`src/common/toc_defines.vh`:
```
`ifndef TOC_DEFINES_VH
`define TOC_DEFINES_VH
// Register byte offsets
`define TOC_CTRL_OFS 12'h000
`define TOC_COUNT_OFS 12'h004
`define TOC_CMP_A_OFS 12'h008
`define TOC_CMP_B_OFS 12'h00c
`define TOC_CMP_C_OFS 12'h010
`define TOC_FLAGS_OFS 12'h014
`define TOC_IRQEN_OFS 12'h018
`define TOC_FORCE_OFS 12'h01c
`define TOC_CAPTURE_OFS 12'h020
`define TOC_STATE_OFS 12'h024
`define TOC_TEMP_OFS 12'h028
`define TOC_CMP_LOW_OFS 12'h02c
// CTRL fields
`define TOC_CTRL_WGM_LSB 0
`define TOC_CTRL_COMA_LSB 4
`define TOC_CTRL_COMB_LSB 6
`define TOC_CTRL_COMC_LSB 8
`define TOC_CTRL_RUN_BIT 10
`define TOC_CTRL_DIR_LSB 12
`define TOC_CTRL_PORT_LSB 16
// Waveform selections
`define TOC_WGM_NORMAL 4'h0
`define TOC_WGM_CTC_A 4'h4
`define TOC_WGM_CTC_CAP 4'hc
`define TOC_WGM_FAST_A 4'hf
`define TOC_WGM_PCORR_A 4'hb
`define TOC_WGM_PFCORR_A 4'h9
// Reset values and counter limits
`define TOC_CTRL_RST 32'h0000_0000
`define TOC_CMP_RST 16'h0000
`define TOC_MAX 16'hffff
`define TOC_BOTTOM 16'h0000
`endif

```
`src/hw/toc_timer16_output_compare.v`:
```
// Our own choices: the APB interface to the registers and the register addresses.
`timescale 1ns/1ps
`include "toc_defines.vh"
module toc_timer16_output_compare (
    // APB
    input wire pclk,
    input wire presetn,
    input wire psel,
    input wire penable,
    input wire pwrite,
    input wire [11:0] paddr,
    input wire [31:0] pwdata,
    output reg [31:0] prdata,
    output reg pready,
    output reg pslverr,
    // Timer
    input wire timer_tick,
    input wire capture_event,
    input wire [2:0] irq_ack,
    output reg [2:0] compare_irq,
    // Pins
    output reg [2:0] pin_out,
    output reg [2:0] output_pin_direction
);

    reg [31:0] ctrl;
    reg [15:0] timer_count;
    reg count_up;
    wire [15:0] active_a, active_b, active_c;
    wire [15:0] buf_a, buf_b, buf_c;
    reg [7:0] temp_high;
    reg [2:0] compare_match_flag;
    reg [2:0] compare_irq_enable;
    reg capture_flag;
    reg [15:0] capture_value;
    reg [2:0] compare_output_state;
    reg [2:0] match_d;
    reg block_pending;
    reg [2:0] flag_clear;
    reg [2:0] next_match_flag;

    wire [3:0] waveform_gen_select = ctrl[`TOC_CTRL_WGM_LSB +: 4];
    wire [1:0] com_a = ctrl[`TOC_CTRL_COMA_LSB +: 2];
    wire [1:0] com_b = ctrl[`TOC_CTRL_COMB_LSB +: 2];
    wire [1:0] com_c = ctrl[`TOC_CTRL_COMC_LSB +: 2];
    wire run = ctrl[`TOC_CTRL_RUN_BIT];
    wire [2:0] port_val = ctrl[`TOC_CTRL_PORT_LSB +: 3];

    wire non_pwm = (waveform_gen_select == `TOC_WGM_NORMAL) ||
        (waveform_gen_select == `TOC_WGM_CTC_A) ||
        (waveform_gen_select == `TOC_WGM_CTC_CAP);
    wire top_a = (waveform_gen_select == `TOC_WGM_CTC_A) ||
        (waveform_gen_select == `TOC_WGM_FAST_A) ||
        (waveform_gen_select == `TOC_WGM_PCORR_A) ||
        (waveform_gen_select == `TOC_WGM_PFCORR_A);
    wire dual_slope = (waveform_gen_select == `TOC_WGM_PCORR_A) ||
        (waveform_gen_select == `TOC_WGM_PFCORR_A);
    wire [15:0] top_val = top_a ? active_a : `TOC_MAX;

    wire wr = psel && penable && pwrite;
    wire rd_acc = psel && penable && !pwrite;
    wire wr_count = wr && (paddr == `TOC_COUNT_OFS);
    wire wr_force = wr && (paddr == `TOC_FORCE_OFS);
    wire wr_flags = wr && (paddr == `TOC_FLAGS_OFS);
    wire wr_low = wr && (paddr == `TOC_CMP_LOW_OFS);
    wire [15:0] low_word = {temp_high, pwdata[7:0]};
    // Low byte write also names the channel
    wire wr_low_a = wr_low && (pwdata[9:8] == 2'h0);
    wire wr_low_b = wr_low && (pwdata[9:8] == 2'h1);
    wire wr_low_c = wr_low && (pwdata[9:8] == 2'h2);

    // Full 16-bit equality per channel
    wire [2:0] match_raw = {timer_count == active_c, timer_count == active_b,
        timer_count == active_a};
    // Matches on the tick after a count write are suppressed
    wire [2:0] match = (timer_tick && !block_pending) ? match_raw : 3'h0;
    wire at_top = timer_tick && (timer_count == top_val);
    wire at_bottom = timer_tick && (timer_count == `TOC_BOTTOM);
    // Phase and frequency correct loads at BOTTOM, so both slopes match
    wire pf_correct = (waveform_gen_select == `TOC_WGM_PFCORR_A);
    wire reload = pf_correct ? at_bottom : (at_top && !non_pwm);

    wire [2:0] force_hit = (wr_force && non_pwm) ? pwdata[2:0] : 3'h0;
    wire [2:0] act = match | force_hit;

    // Buffer and active word per channel
    toc_compare_slot #(
        .WIDTH(16)
    ) i_toc_compare_slot_a (
        .pclk(pclk),
        .presetn(presetn),
        .write_word(wr_low_a),
        .direct(non_pwm),
        .reload(reload),
        .word(low_word),
        .active(active_a),
        .buffered(buf_a)
    );

    toc_compare_slot #(
        .WIDTH(16)
    ) i_toc_compare_slot_b (
        .pclk(pclk),
        .presetn(presetn),
        .write_word(wr_low_b),
        .direct(non_pwm),
        .reload(reload),
        .word(low_word),
        .active(active_b),
        .buffered(buf_b)
    );

    toc_compare_slot #(
        .WIDTH(16)
    ) i_toc_compare_slot_c (
        .pclk(pclk),
        .presetn(presetn),
        .write_word(wr_low_c),
        .direct(non_pwm),
        .reload(reload),
        .word(low_word),
        .active(active_c),
        .buffered(buf_c)
    );

    // Clears from service and write-one; a set in the same cycle wins
    always @*
    begin
        flag_clear = irq_ack;
        if (wr_flags)
            flag_clear = flag_clear | pwdata[2:0];
        next_match_flag = compare_match_flag & ~flag_clear;
        if (timer_tick)
            next_match_flag = next_match_flag | match_d;
    end

    function next_state;
        input cur;
        input [1:0] com;
        input pwm;
        input up;
        begin
            case (com)
                2'h0: next_state = cur;
                2'h1: next_state = pwm ? cur : ~cur;
                2'h2: next_state = pwm ? ~up : 1'b0;
                2'h3: next_state = pwm ? up : 1'b1;
                default: next_state = cur;
            endcase
        end
    endfunction

    // Counter and compare storage
    always @(posedge pclk or negedge presetn)
    begin
        if (!presetn)
        begin
            timer_count <= `TOC_BOTTOM;
            count_up <= 1'b1;
            block_pending <= 1'b0;
            temp_high <= 8'h00;
        end
        else
        begin
            // Processor write outranks counting
            if (wr_count)
            begin
                timer_count <= pwdata[15:0];
                block_pending <= 1'b1;
            end
            else if (timer_tick)
            begin
                block_pending <= 1'b0;
                if (run)
                begin
                    if (dual_slope)
                    begin
                        if (count_up && timer_count == top_val && !block_pending)
                        begin
                            count_up <= 1'b0;
                            timer_count <= timer_count - 16'h0001;
                        end
                        else if (!count_up && timer_count == `TOC_BOTTOM && !block_pending)
                        begin
                            count_up <= 1'b1;
                            timer_count <= timer_count + 16'h0001;
                        end
                        else if (count_up)
                            timer_count <= timer_count + 16'h0001;
                        else
                            timer_count <= timer_count - 16'h0001;
                    end
                    else if (top_a && at_top && !block_pending)
                        timer_count <= `TOC_BOTTOM;
                    else
                        timer_count <= timer_count + 16'h0001;
                end
            end
            if (!dual_slope)
                count_up <= 1'b1;
            if (wr && paddr == `TOC_TEMP_OFS)
                temp_high <= pwdata[7:0];
        end
    end

    // Flags, output state, capture
    always @(posedge pclk or negedge presetn)
    begin
        if (!presetn)
        begin
            match_d <= 3'h0;
            compare_match_flag <= 3'h0;
            compare_output_state <= 3'h0;
            capture_value <= 16'h0000;
            capture_flag <= 1'b0;
        end
        else
        begin
            // Match held until the next tick sets the flag
            if (timer_tick)
                match_d <= match;
            compare_match_flag <= next_match_flag;
            // Mode change alone never touches state
            compare_output_state <= {
                act[2] ? next_state(compare_output_state[2], com_c, !non_pwm, count_up)
                       : compare_output_state[2],
                act[1] ? next_state(compare_output_state[1], com_b, !non_pwm, count_up)
                       : compare_output_state[1],
                act[0] ? next_state(compare_output_state[0], com_a, !non_pwm, count_up)
                       : compare_output_state[0]};
            if (capture_event)
                capture_value <= timer_count;
            capture_flag <= capture_event ||
                (capture_flag && !(wr && paddr == `TOC_FLAGS_OFS && pwdata[3]));
        end
    end

    // Registered pins, irq and APB answer
    always @(posedge pclk or negedge presetn)
    begin
        if (!presetn)
        begin
            ctrl <= `TOC_CTRL_RST;
            compare_irq_enable <= 3'h0;
            pin_out <= 3'h0;
            output_pin_direction <= 3'h0;
            compare_irq <= 3'h0;
            prdata <= 32'h0000_0000;
            pready <= 1'b0;
            pslverr <= 1'b0;
        end
        else
        begin
            if (wr && paddr == `TOC_CTRL_OFS)
                ctrl <= pwdata;
            if (wr && paddr == `TOC_IRQEN_OFS)
                compare_irq_enable <= pwdata[2:0];
            compare_irq <= compare_match_flag & compare_irq_enable;
            output_pin_direction <= ctrl[`TOC_CTRL_DIR_LSB +: 3];
            pin_out <= {
                (com_c != 2'h0) ? compare_output_state[2] : port_val[2],
                (com_b != 2'h0) ? compare_output_state[1] : port_val[1],
                (com_a != 2'h0) ? compare_output_state[0] : port_val[0]};
            // No wait state: ready rises in the first access cycle
            pready <= psel && !penable;
            pslverr <= 1'b0;
            if (psel && !penable && !pwrite)
            begin
                case (paddr)
                    `TOC_CTRL_OFS: prdata <= ctrl;
                    `TOC_COUNT_OFS: prdata <= {16'h0000, timer_count};
                    `TOC_CMP_A_OFS: prdata <= {16'h0000, non_pwm ? active_a : buf_a};
                    `TOC_CMP_B_OFS: prdata <= {16'h0000, non_pwm ? active_b : buf_b};
                    `TOC_CMP_C_OFS: prdata <= {16'h0000, non_pwm ? active_c : buf_c};
                    `TOC_FLAGS_OFS: prdata <= {28'h0, capture_flag, compare_match_flag};
                    `TOC_IRQEN_OFS: prdata <= {29'h0, compare_irq_enable};
                    `TOC_CAPTURE_OFS: prdata <= {16'h0000, capture_value};
                    `TOC_STATE_OFS: prdata <= {29'h0, compare_output_state};
                    `TOC_TEMP_OFS: prdata <= {24'h0, temp_high};
                    default: prdata <= 32'h0000_0000;
                endcase
            end
            if (rd_acc && pready)
                prdata <= prdata;
        end
    end

endmodule // toc_timer16_output_compare

module toc_compare_slot #(
    parameter WIDTH = 16
) (
    // Clock and reset
    input wire pclk,
    input wire presetn,
    // Load controls
    input wire write_word,
    input wire direct,
    input wire reload,
    input wire [WIDTH-1:0] word,
    // Stored words
    output reg [WIDTH-1:0] active,
    output reg [WIDTH-1:0] buffered
);

    // Writes outrank a reload in the same cycle
    always @(posedge pclk or negedge presetn)
    begin
        if (!presetn)
        begin
            active <= `TOC_CMP_RST;
            buffered <= `TOC_CMP_RST;
        end
        else if (write_word)
        begin
            if (direct)
                active <= word;
            else
                buffered <= word;
        end
        else if (reload)
            active <= buffered;
    end

endmodule // toc_compare_slot

```
`config.mk`:
```
export PLATFORM = sky130hd
export DESIGN_NAME = toc_timer16_output_compare
export DESIGN_NICKNAME = d
export VERILOG_FILES = /design/src/hw/toc_timer16_output_compare.v
export VERILOG_INCLUDE_DIRS = /design/src /design/src/common
export SDC_FILE = /design/constraint.sdc
export NUM_CORES = 1
export LEC_CHECK = 0
export BUFFER_PORTS_ARGS = -buffer_cell sky130_fd_sc_hd__buf_2
export CORE_ASPECT_RATIO = 1.4
export CORE_MARGIN = 4
export CORE_UTILIZATION = 30
export DETAILED_ROUTE_END_ITERATION = 16
export PLACE_DENSITY = 0.55
export SLEW_MARGIN = 20
export SYNTH_ARGS = -nofsm -noshare
export SYNTH_HDL_FRONTEND = slang
export SYNTH_HIERARCHICAL = 1
export SYNTH_SLANG_ARGS = --single-unit
export TNS_END_PERCENT = 30
```
`constraint.sdc`:
```
create_clock -name pclk -period 8.85 [get_ports pclk]
set_clock_uncertainty 0.1 [all_clocks]
set_input_delay 0.885 -clock pclk [delete_from_list [all_inputs] [get_ports pclk]]
set_output_delay 0.885 -clock pclk [all_outputs]
set_load 0.01 [all_outputs]
```
**Word level (Yosys, flattened, before mapping)**

Index checks and enable logic that the tools add are counted.

- Input port bits: 54
- Word-level logic and storage cells: 195
- Output and inout bits: 43
- Bits in registers: 225

- Add/subtract/negate cells: 2
- Bitwise operators: 15
- Mux-type cells: 44
- Equal/unequal tests: 41
- Reduce and logical (&&, ||, !) cells: 69

Operators with widths:

| kind | number |
|---|---|
| one-hot mux 32 bit (10 select lines) | 1 |
| 2-to-1 mux 16 bit | 19 |
| == test 16 bit | 4 |
| == test 12 x 5 -> 1 bit (second input constant) | 4 |
| == test 12 x 6 -> 1 bit (second input constant) | 4 |
| logical AND 1 bit | 29 |
| == test 12 x 4 -> 1 bit (second input constant) | 2 |
| inequality test 2 bit (second input constant) | 9 |
| 2-to-1 mux 1 bit | 17 |
| adder 16 x 1 -> 16 bit (second input constant) | 1 |
| == test 4 bit (second input constant) | 4 |
| zero test 16 bit | 1 |
| AND reduction 2 bit | 8 |
| nonzero test 2 bit | 8 |
| subtractor 16 x 1 -> 16 bit (second input constant) | 1 |
| == test 2 bit (second input constant) | 7 |
| == test 12 x 3 -> 1 bit (second input constant) | 1 |
| zero test 12 bit | 1 |
| 2-to-1 mux 3 bit | 4 |
| NOT 1 bit | 9 |
| OR 3 bit | 3 |
| one-hot mux 1 bit (3 select lines) | 3 |
| AND reduction 3 bit | 3 |
| == test 2 x 1 -> 1 bit (second input constant) | 4 |
| other kinds (9) | 24 |

**Longest topological paths before layout**

Gate-level depths: netlist of run 1.

- Depth in word-level cells: 14
- Depth in mapped cells: 13
- Depth with buffers taken out: 11

**Modules after synthesis**

The synthesis of run 1 kept the hierarchy.

By module, submodules not included:

| module | cells an instance | times used | sequential area each (µm²) | area each (µm²) |
|---|---|---|---|---|
| toc_timer16_output_compare | 879 | 1 | 3,229.3 | 7,885.1 |
| toc_compare_slot | 105 | 3 | 800.8 | 1,591.5 |

**Least setup slack after synthesis of run 1**

No wires, ideal clock.

- Kind: in2reg
- From: in paddr[9]
- To: reg timer_count[10]
- Data required time: 8.622 ns
- Path buffers: 2
- Cell stages on the path: 9
- Arrival time: 2.967 ns
- Slack: 5.655 ns
- Setup time: 0.128 ns
- Path through: nor4_1 nand2_1 nor4_1 nor2b_1 clkbuf_1 clkbuf_1 nor3_1 mux2i_1 nand3_1

- Cells in the longest elaborated chain, start to end: 4
- Elaborated cells on any way between the ends: 6
- Those cells by class: eq/ne (1); mux (1); reduce/logical (4)

Ends and longest elaborated chain:

| what | line | text |
|---|---|---|
| from (decl) | toc_timer16_output_compare.v:11 | `input wire [11:0] paddr,` |
| == test 12 x 3 -> 1 bit * | -- |  |
| logical AND 1 bit * | toc_timer16_output_compare.v:62 | `` wire wr_count = wr && (paddr == `TOC_COUNT_OFS); `` |
| nonzero test 2 bit (no line) | -- |  |
| AND reduction 2 bit (no line) | -- |  |
| to (signal assigned) | toc_timer16_output_compare.v:158 | `` timer_count <= `TOC_BOTTOM; `` |
| to (signal assigned) | toc_timer16_output_compare.v:168 | `timer_count <= pwdata[15:0];` |
| to (signal assigned) | toc_timer16_output_compare.v:181 | `timer_count <= timer_count - 16'h0001;` |
| to (decl) | toc_timer16_output_compare.v:27 | `reg [15:0] timer_count;` |

Every way passes the cells marked *; elsewhere a longest branch is shown, timed or not.
A chain may end at the register's enable or synchronous reset.

**Worst setup path in the final report of run 1**

- From: reg timer_count[7]
- To: reg timer_count[1]

- Cells in the longest elaborated chain, start to end: 9
- Elaborated cells on any way between the ends: 16
- Those cells by class: eq/ne (1); mux (7); reduce/logical (8)

Ends and longest elaborated chain:

| what | line | text |
|---|---|---|
| == test 16 bit / zero test 16 bit (equally long branches) | -- |  |
| logical AND 1 bit (on tied branches) | -- |  |
| logical AND 1 bit (on tied branches) | toc_timer16_output_compare.v:193, toc_timer16_output_compare.v:183 |  |
| logical AND 1 bit / 2-to-1 mux 16 bit (equally long branches) | toc_timer16_output_compare.v:193, toc_timer16_output_compare.v:183 |  |
| 2-to-1 mux 16 bit (on tied branches) | toc_timer16_output_compare.v:193, toc_timer16_output_compare.v:178 |  |
| 2-to-1 mux 16 bit * | toc_timer16_output_compare.v:176 | `if (dual_slope)` |
| 2-to-1 mux 16 bit * | toc_timer16_output_compare.v:174 | `if (run)` |
| 2-to-1 mux 16 bit * | toc_timer16_output_compare.v:171 | `else if (timer_tick)` |
| 2-to-1 mux 16 bit * | toc_timer16_output_compare.v:166 | `if (wr_count)` |

Every way passes the cells marked *; elsewhere a longest branch is shown, timed or not. The select of a mux whose other input is x is not followed.

==> flow_summary.toml, run 1 <==
[cells_and_area]
layout-drive-gt1-share_pct = 23.3
final_nets = 1303
area_growth_pct = 13.7
fill_cells = 4132

[cts]
cts_root_buf = "clkbuf_16"
clock_latency_ns = 0.54
clock_sinks = 225
htreeDepth = 1
cts_resized = 0
hold_buffers = 0
numCtsBuffers = 24
cts_buffer_depth = 3
cts_tree = "built"
postCtsSetupRepairBufs = 0
clk_pin_slew_ns = 0.06

[grt]
antenna_found_initial = 1
grt_max_degree = 89
grt_pass1_vias = 10000
grt_usage_pct = 17.6
grt_pass1_wl_mm = 62.7
overflow = 0

[critical_path]
cp_cell_sequence = "and2b_1 -> a2111oi_2 -> nand4_2 -> a2111oi_4 -> nand2b_1 -> nor3_4 -> nand2b_1 -> o221ai_1 -> o21a_1"
rr_worst_depth = 9
worst_path_most_repeated_cell = "nand2b_1"
startpoint_type = "flop"
path_depth = 9
cpMaxStageDelayCell = "nor3_4"
r2r-start = "timer_count[7]$_DFFE_PN0P_"
critPathCaptureType = "flop"
critPathKind = "reg2reg"
reg2reg_slack_ns = 4.92
worstPathRequired_ns = 9.17
crit_arrival_ns = 4.25
slowest_delay_ns = 0.69
worstSetupStartpoint = "timer_count[7]$_DFFE_PN0P_"
cp_num_buf_inv = 0
critical_path_peak_fanout = 19
path_delay_family = "simple AND/OR/NAND/NOR gates"

[detailed_routing]
met1_length_mm = 16.7
wire_per_inst_um = 22.9
wl_met2_mm = 20.2
route.vias.total = 9759
drt_iter0_drc = 713
drc = 0
viasPerCell = 5.41
postRouteAntennaNets = 0
top_layer = "met4"
drt-total-wl_mm = 41.3
wl_met3_mm = 1.88
dr.pass1.iters = 5

[yosys]
synthArstFlopShare_pct = 100
yosysTopAreaCell = "dfrtp_1"
synth_cells = 1194
synth_flop_cell = "dfrtp_1"
synthTopCellsByCount = "dfrtp_1, mux2i_1, nand2_1"
yosysUniqueCellTypes = 74
synth_top_area_share_pct = 44.3
syn_avg_cell_area_um2 = 10.6
synth_area_leaders = "dfrtp_1, mux2i_1, mux2_2"
synth-edff-count = 0
synthesis.nets = 1250
synth.cell_area_um2 = 12700
ys_warn_count = 6
seq_area_frac_synth_pct = 44.5
synth_most_common_cell = "dfrtp_1"
synth-seq-cells = 225

[place]
hpwlAfterDp_mm = 28.4
gp_congestion = 0.905
port_buffers = 95

[flow_run]
maxCapViolCount = 0

[floorplanning]
die-width_um = 182
die_h_um = 251
initial_core_util_pct = 30.5
design.core.area_um2 = 41500
die_area_um2 = 45600
placementRows = 88
pin_count = 97

[power]
total_power_w = 0.00225
powerDensity_nw_per_um2 = 156
power_leakage_nw = 6.42
ir_drop_v = 0.000103

[timing]
drv_slew = 0
worst_pin_slew_ns = 1.06
max_freq_mhz = 254
fin_crit_sh_pct = 44.4
slew_headroom_pct = 29.3
fin_setup_tns_ns = 0
rsz0062_at_grt = "false"
period_minus_slack_ns = 3.93
hold_viol_final = 0
setup-violations-final = 0

[outcome]
status = "completed"

[hold_path]
holdCritPathClass = "in2async"
-- metal layers --
metal / global-route usage (%) / vias up
met3: 2.04 / 108
li1: - / 4405
met2: 29.9 / 323
met4: 9.55 / 0
met5: 0 / -
met1: 21.8 / 4923
-- worst paths after layout --
check / to
min in group pclk: output_pin_direction[2]$_DFF_PN0_
min: i_toc_compare_slot_a/active[0]$_DFFE_PN0P_
min reg2reg: output_pin_direction[2]$_DFF_PN0_
max: timer_count[1]$_DFFE_PN0P_
max reg2reg: timer_count[1]$_DFFE_PN0P_
max in group asynchronous: capture_value[1]$_DFFE_PN0P_
-- kinds of logic after synthesis --
family,Yosys count,share of synthesized area (%)
simple gates,347,13.8
mux,277,23.9
flops,225,44.5
compound gates,202,10.6
buf+inv,103,4.41
xor+xnor,37,2.56
fa+ha+maj,2,0.198
other cells,1,0.0296
-- cell type report --
cell class | count | area (um2) | area share (%)
clock inverters | 15 | 248 | 1.72
multi-input cells | 866 | 6510 | 45.3
inverters | 16 | 62.6 | 0.435
diodes | 1 | 2.50 | 0.0174
clock buffers | 28 | 626 | 4.35
repair buffers | 114 | 632 | 4.39
flip-flops and latches | 225 | 5630 | 39.1
well taps | 540 | 676 | 4.70
-- where the power goes --
part	internal, W	total (W)	switching (W)
Clock	0.000685	0.00113	0.000446
Sequential	0.00103	0.00103	0.00000333
Combinational	0.0000211	0.0000790	0.0000579
Total	0.00174	0.00225	0.000508
-- metrics by stage --
step	setup slack (ns)	utilization [%]	hold WS (ns)	cell area [um2]	std cells
after global placement	4.78	32.5	0.294	13500	1761
after CTS	4.93	34.7	0.289	14400	1804
after global routing	4.60	34.7	0.314	14400	1804
final	4.92	34.7	0.259	14400	1805
after detailed placement	4.78	32.5	0.317	13500	1761
after floorplan	5.65	-	0.271	12700	1194
-- cell usage in the layout, fill, tap and decap left out, types with 9 or more instances in the layout --
master	n
nor4_1	17
mux2_2	81
nand2b_1	9
nand3_1	32
a21o_1	18
buf_4	18
o21ai_0	18
nor2_1	45
nor3_1	18
a21oi_1	79
buf_2	94
xor2_1	12
nand2_1	136
dfrtp_1	224
a221oi_1	12
a31oi_1	19
mux2i_1	166
inv_1	14
clkbuf_16	24
nor2b_1	22
nand4_1	12
xnor2_1	25
mux2_4	30
-- sequential cells by signal, indices dropped and copies added (netlist names), 3 cells and up --
name                           cells
i_toc_compare_slot_c/active       16
i_toc_compare_slot_a/buffered     16
i_toc_compare_slot_b/buffered     16
ctrl                              32
i_toc_compare_slot_a/active       16
i_toc_compare_slot_b/active       16
compare_output_state               3
compare_match_flag                 3
pin_out                            3
i_toc_compare_slot_c/buffered     16
capture_value                     16
temp_high                          8
output_pin_direction               3
timer_count                       16
compare_irq                        3
match_d                            3
prdata                            32
compare_irq_enable                 3
Power figures use the tool's default switching activity.
==> run 2: changes to the inputs <==
--- a/config.mk
+++ b/config.mk
@@ -6,6 +6,7 @@
 export SDC_FILE = /design/constraint.sdc
 export NUM_CORES = 1
 export LEC_CHECK = 0
+export ABC_AREA = 1
 export BUFFER_PORTS_ARGS = -buffer_cell sky130_fd_sc_hd__buf_2
 export CORE_ASPECT_RATIO = 1.4
 export CORE_MARGIN = 4
==> constraint.sdc (replaced) <==
create_clock -name pclk -period 4.1 [get_ports pclk]
set_clock_uncertainty 0.1 [all_clocks]
set_input_delay 0.41 -clock pclk [delete_from_list [all_inputs] [get_ports pclk]]
set_output_delay 0.41 -clock pclk [all_outputs]
set_load 0.01 [all_outputs]
==> run 2 against run 1 <==
Against the previous run: core utilization about the same; area after synthesis increased by 3.0%; sequential share of layout area decreased by 1.4 points; final cell count increased by 35%; global-route usage increased by 3.8 points; worst setup slack got worse by 4.0 ns; final area increased by 3.7%; sequential power increased by 120%; clock power increased by 100%; sequential cell count unchanged; critical path type unchanged; critical endpoint is now timer_count[8]$_DFFE_PN0P_; largest cell class unchanged; highest routed layer is now met5.
==> flow_summary.toml, run 2 <==
[cts]
numCtsBuffers = 24
cts_buffer_depth = 3
clock_latency_ns = 0.55
clk_pin_slew_ns = 0.06
clock_sinks = 225
cts_resized = 0
cts_tree = "built"
cts_root_buf = "clkbuf_16"
htreeDepth = 1

[power]
switching_share_pct = 23.7
intPower_w = 0.00358
power_leakage_nw = 7.75
pwr-share-clk_pct = 48.3
powerDensity_nw_per_um2 = 314
switchingPower_w = 0.00111
pwr-share-seq_pct = 47.6
ir_drop_v = 0.000308
p_comb_share_pct = 4.0

[place]
placed_area_um2 = 13900
dp_cells = 2381
port_buffers = 95
gp_congestion = 1.04
hpwlAfterDp_mm = 37.9

[floorplanning]
initial_core_util_pct = 30.3
design.core.area_um2 = 43000
placementRows = 90
die-width_um = 184
die_area_um2 = 46900
pin_count = 97
die_h_um = 255

[detailed_routing]
route.vias.total = 12600
wire_per_inst_um = 21.0
drt-total-wl_mm = 51.3
dr.pass1.iters = 6
viasPerCell = 5.17
postRouteAntennaNets = 0
drc = 0
drt_iter0_drc = 1203

[yosys]
yosysTopAreaCell = "dfrtp_1"
synthesis.nets = 1847
synth-seq-cells = 225
synthTopCellsByCount = "nand2_1, dfrtp_1, nand3_1"
synthArstFlopShare_pct = 100
synth_cells = 1791
ys_warn_count = 6
synth_flop_cell = "dfrtp_1"
seq_area_frac_synth_pct = 43.2
synth.cell_area_um2 = 13000
syn_avg_cell_area_um2 = 7.28
synth_most_common_cell = "nand2_1"
synth_top_area_share_pct = 43.0
yosysUniqueCellTypes = 49
synth_area_leaders = "dfrtp_1, nand2_1, nand3_1"
synth-edff-count = 0

[grt]
antenna_found_initial = 1
grt_pass1_wl_mm = 76.7
grt_pass1_vias = 12000
grt_usage_pct = 21.4
grt_max_degree = 88
overflow = 0

[critical_path]
worst_path_most_repeated_cell = "nand2_1"
critPathCaptureType = "flop"
cpMaxStageDelayCell = "dfrtp_1"
slowest_delay_ns = 0.82
worstPathRequired_ns = 4.43
critPathKind = "reg2reg"
cp_cell_sequence = "inv_1 -> nand2_1 -> nand2_1 -> nor2_1 -> o21ai_0 -> nor2_4 -> nand4_1 -> inv_2 -> nand2_2 -> nand3_1 -> nand2_1 -> nand2_1 -> nand2_1"
critical_path_peak_fanout = 11
crit_arrival_ns = 3.54
startpoint_type = "flop"

[hold_path]
holdCritPathClass = "in2reg"

[timing]
period_minus_slack_ns = 3.21
rsz0062_at_grt = "false"
worst_pin_slew_ns = 0.829
drv_slew = 0
setup-violations-final = 0
max_freq_mhz = 312
slew_headroom_pct = 44.2
hold_viol_final = 0
fin_crit_sh_pct = 78.3
fin_setup_tns_ns = 0

[cells_and_area]
layout-drive-gt1-share_pct = 12.5
final_common_cell = "nand2_1"
instances_no_fill = 2442
mostFrequentLayoutCells = "nand2_1, dfrtp_1, nand3_1"
area_growth_pct = 14.5
diodes = 0
reg_top3 = "ctrl (32), prdata (32)"
final_nets = 1929
fin_area_um2 = 14900

[outcome]
status = "completed"

[flow_run]
maxCapViolCount = 0
## run 2: timing repair
item                      in CTS  in global routing
buffers inserted               0                  0
hold buffers                  18                  0
hold endpoints to repair     101                  0
## run 2: layout make-up
cell class              count  area (um2)
clock buffers              33         684
clock inverters            10         128
fillers                  4579       28100
inverters                 162         623
multi-input cells        1325        6310
flip-flops and latches    225        5630
well taps                 552         691
repair buffers            135         856
## run 2: worst paths after layout
kind	from	endpoint	slack, ns	cells after the start
max	timer_count[7]$_DFFE_PN0P_	timer_count[8]$_DFFE_PN0P_	0.89	13
min	pwdata[10]	ctrl[10]$_DFFE_PN0P_	0.03	2
max reg2reg	timer_count[7]$_DFFE_PN0P_	timer_count[8]$_DFFE_PN0P_	0.89	13
min reg2reg	ctrl[14]$_DFFE_PN0P_	output_pin_direction[2]$_DFF_PN0_	0.30	0
max in group asynchronous	presetn	prdata[27]$_DFFE_PN0P_	2.53	3
min in group asynchronous	presetn	i_toc_compare_slot_b/buffered[12]$_DFFE_PN0P_	0.35	2
## run 2: power by group through the flow
stage	logic (W)	clock network, W	registers [W]
after global routing	0.000208	0.00239	0.00223
after detailed placement	0.000178	0	0.00228
after CTS	0.000192	0.00232	0.00223
final	0.000188	0.00227	0.00223
after global placement	0.000176	0	0.00228
after floorplan	0.0000521	0	0.00227
## run 2: cell families (layout without fill, tap and decap cells)
| logic type | after synthesis | count (layout) | synth area share, % |
|---|---|---|---|
| fa+ha+maj | 2 | 2 | 0.192 |
| other cells | 1 | 1 | 0.0288 |
| mux | 21 | 21 | 1.81 |
| buf+inv | 241 | 340 | 8.46 |
| simple gates | 1039 | 1039 | 33.9 |
| compound gates | 223 | 223 | 9.80 |
| xor+xnor | 39 | 39 | 2.62 |
| flops | 225 | 225 | 43.2 |
## run 2: routing by layer
metal / wire (um) / track usage [%] / up-vias
met5: 13 / 0 / -
met4: 3820 / 13.4 / 2
met3: 3440 / 2.98 / 166
met2: 24000 / 35.5 / 543
met1: 20000 / 26.1 / 5993
li1: - / - / 5921
## run 2: worst max-delay path: cells and delay by family, from the launching register on
kind	cells	cell delay [ns]
AND/OR/NAND/NOR	10	1.42
flip-flops	1	0.82
buffers and inverters	2	0.58
AO/OA/AOI/OAI	1	0.14
## run 2: per-stage QoR
step	total power [W]	hold slack (ns)	setup WS, ns	utilization, %
after floorplan	0.00232	0.0144	1.05	-
after global placement	0.00245	0.292	0.914	32.4
after detailed placement	0.00245	0.291	0.935	32.4
after CTS	0.00475	0.0000249	1.05	34.7
after global routing	0.00483	0.0103	0.826	34.7
final	0.00469	0.0258	0.890	34.7
==> run 3: changes to the inputs <==
==> constraint.sdc (replaced) <==
create_clock -name pclk -period 3.24 [get_ports pclk]
set_clock_uncertainty 0.1 [all_clocks]
set_input_delay 0.324 -clock pclk [delete_from_list [all_inputs] [get_ports pclk]]
set_output_delay 0.324 -clock pclk [all_outputs]
set_load 0.01 [all_outputs]
==> run 3 against run 2 <==
Against the previous run: largest power group unchanged; register-to-register slack worse by 0.67 ns; critical path depth up 2; worst setup slack worse by 0.67 ns; core utilization up 0.86 points; non-clock buffer count up 42.
==> flow_summary.toml, run 3 (synthesis gave the netlist of run 2 again) <==
[cts]
htreeDepth = 1
cts_buffer_depth = 3
clock_sinks = 225
clock_latency_ns = 0.55
clk_pin_slew_ns = 0.06
postCtsSetupRepairBufs = 0
cts_root_buf = "clkbuf_16"
numCtsBuffers = 23
cts_tree = "built"

[floorplanning]
die_h_um = 255
initial_core_util_pct = 30.3
die_area_um2 = 46900
placementRows = 90
design.core.area_um2 = 43000
pin_count = 97
die-width_um = 184

[critical_path]
cp_cell_sequence = "inv_2 -> ha_1 -> nand2_1 -> nor2_1 -> nand2_1 -> nor2_1 -> nand4_1 -> nor3_1 -> o21ai_0 -> a21oi_1 -> buf_12 -> nand2_8 -> nand2_4 -> nand2_1 -> nand2_1"
critPathCaptureType = "flop"
cp_num_buf_inv = 2
critPathKind = "reg2reg"
critical_path_peak_fanout = 17
worst_path_most_repeated_cell = "nand2_1"
crit_arrival_ns = 3.39
startpoint_type = "flop"
path_delay_family = "simple AND/OR/NAND/NOR gates"
slowest_delay_ns = 0.51
worstPathRequired_ns = 3.61
cpMaxStageDelayCell = "dfrtp_2"

[power]
ir_drop_v = 0.000276
pwr-share-clk_pct = 48.8
intPower_w = 0.00462
total_power_w = 0.00602
powerDensity_nw_per_um2 = 394
power_leakage_nw = 7.95
switchingPower_w = 0.00140
pwr-share-seq_pct = 46.9
switching_share_pct = 23.3
p_comb_share_pct = 4.2

[cells_and_area]
area_growth_pct = 17.3
final_common_cell = "nand2_1"
final_nets = 1970
layout-drive-gt1-share_pct = 13.9
final_core_util_pct = 35.6
reg_top3 = "ctrl (32), prdata (32)"
diodes = 0
mostFrequentLayoutCells = "nand2_1, dfrtp_1, nand3_1"
fill_cells = 4607
fin_area_um2 = 15300

[detailed_routing]
drt_iter0_drc = 1159
wire_per_inst_um = 21.2
viasPerCell = 5.08
drt-total-wl_mm = 52.5
postRouteAntennaNets = 0
dr.pass1.iters = 5
route.vias.total = 12600
drc = 0

[timing]
hold_viol_final = 0
drv_slew = 0
fin_setup_tns_ns = 0
slew_headroom_pct = 51.6
setup-violations-final = 0
rsz0062_at_grt = "false"
worst_pin_slew_ns = 0.726
fin_crit_sh_pct = 93.1
period_minus_slack_ns = 3.02
max_freq_mhz = 332
holdWs_ns = 0.0645

[grt]
grt_pass1_wl_mm = 78.4
overflow = 0
grt_pass1_vias = 12200
grt_usage_pct = 22.0
antenna_found_initial = 0
grt_max_degree = 70

[hold_path]
holdCritPathClass = "in2reg"

[place]
gp_congestion = 1.04
hpwlAfterDp_mm = 39.6
placed_area_um2 = 14200
port_buffers = 95

[outcome]
status = "completed"

[flow_run]
maxCapViolCount = 0
run 3: cell count changes in the layout (fill, tap and decap cells not counted):
cell	before	now
buf_4	20	50
dlygate4sd3_1	18	28
buf_12	2	4
bufinv_16	2	4
clkbuf_16	24	23
clkbuf_8	5	4
clkinv_4	2	1
clkinv_8	1	0
dfrtp_1	224	223
dfrtp_2	0	1
inv_6	4	5
run 3: final timing paths:
| kind | startpoint | endpoint | slack [ns] | depth (start not counted) |
|---|---|---|---|---|
| setup / recovery | timer_count[0]$_DFFE_PN0P_ | i_toc_compare_slot_a/active[10]$_DFFE_PN0P_ | 0.22 | 15 |
| hold / removal | pwdata[0] | i_toc_compare_slot_b/buffered[0]$_DFFE_PN0P_ | 0.06 | 3 |
| setup reg to reg | timer_count[0]$_DFFE_PN0P_ | i_toc_compare_slot_a/active[10]$_DFFE_PN0P_ | 0.22 | 15 |
| hold reg to reg | ctrl[14]$_DFFE_PN0P_ | output_pin_direction[2]$_DFF_PN0_ | 0.32 | 0 |
| max in group asynchronous | presetn | timer_count[0]$_DFFE_PN0P_ | 1.89 | 3 |
| min in group asynchronous | presetn | temp_high[0]$_DFFE_PN0P_ | 0.22 | 2 |
run 3: cell type report:
| class | count | area (um2) | share of cell area [%] |
|---|---|---|---|
| Inverter | 162 | 623 | 4.07 |
| Tap cell | 552 | 691 | 4.51 |
| Multi-Input combinational cell | 1325 | 6310 | 41.3 |
| Timing Repair Buffer | 177 | 1220 | 7.98 |
| Clock buffer | 31 | 646 | 4.22 |
| Clock inverter | 11 | 171 | 1.12 |
| Sequential cell | 225 | 5630 | 36.8 |
run 3: metrics by stage:
| step | setup WS, ns | instances |
|---|---|---|
| floorplan | 0.192 | 1791 |
| global placement | 0.251 | 2413 |
| detailed placement | 0.191 | 2413 |
| CTS | 0.170 | 2483 |
| global route | 0.0405 | 2483 |
| finish | 0.224 | 2483 |
run 3: worst min-delay path, stage by stage:
cell	delay [ns]
buf_2	0.18
nand3_1	0.11
nand2_1	0.05
run 3: power by group through the flow:
stage               Clock (W)  Combinational [W]  Sequential (W)
CTS                   0.00300           0.000259         0.00282
detailed placement          0           0.000232         0.00288
global placement            0           0.000229         0.00288
global route          0.00310           0.000281         0.00282
floorplan                   0          0.0000659         0.00287
finish                0.00294           0.000255         0.00283
run 3: metal layers:
| layer | up-vias | track usage [%] | share of wire [%] |
|---|---|---|---|
| met5 | - | 0 | 0 |
| met1 | 5983 | 26.3 | 40 |
| met2 | 466 | 38.2 | 48 |
| met4 | 0 | 12.9 | 7.1 |
| li1 | 6013 | - | - |
| met3 | 150 | 2.45 | 5.3 |
run 3: repair_timing:
| action | in CTS | in global routing |
|---|---|---|
| hold endpoints to repair | 89 | 0 |
| gates resized for setup | 0 | 1 |
| setup endpoints to repair | 0 | 29 |
| hold buffers | 28 | 0 |
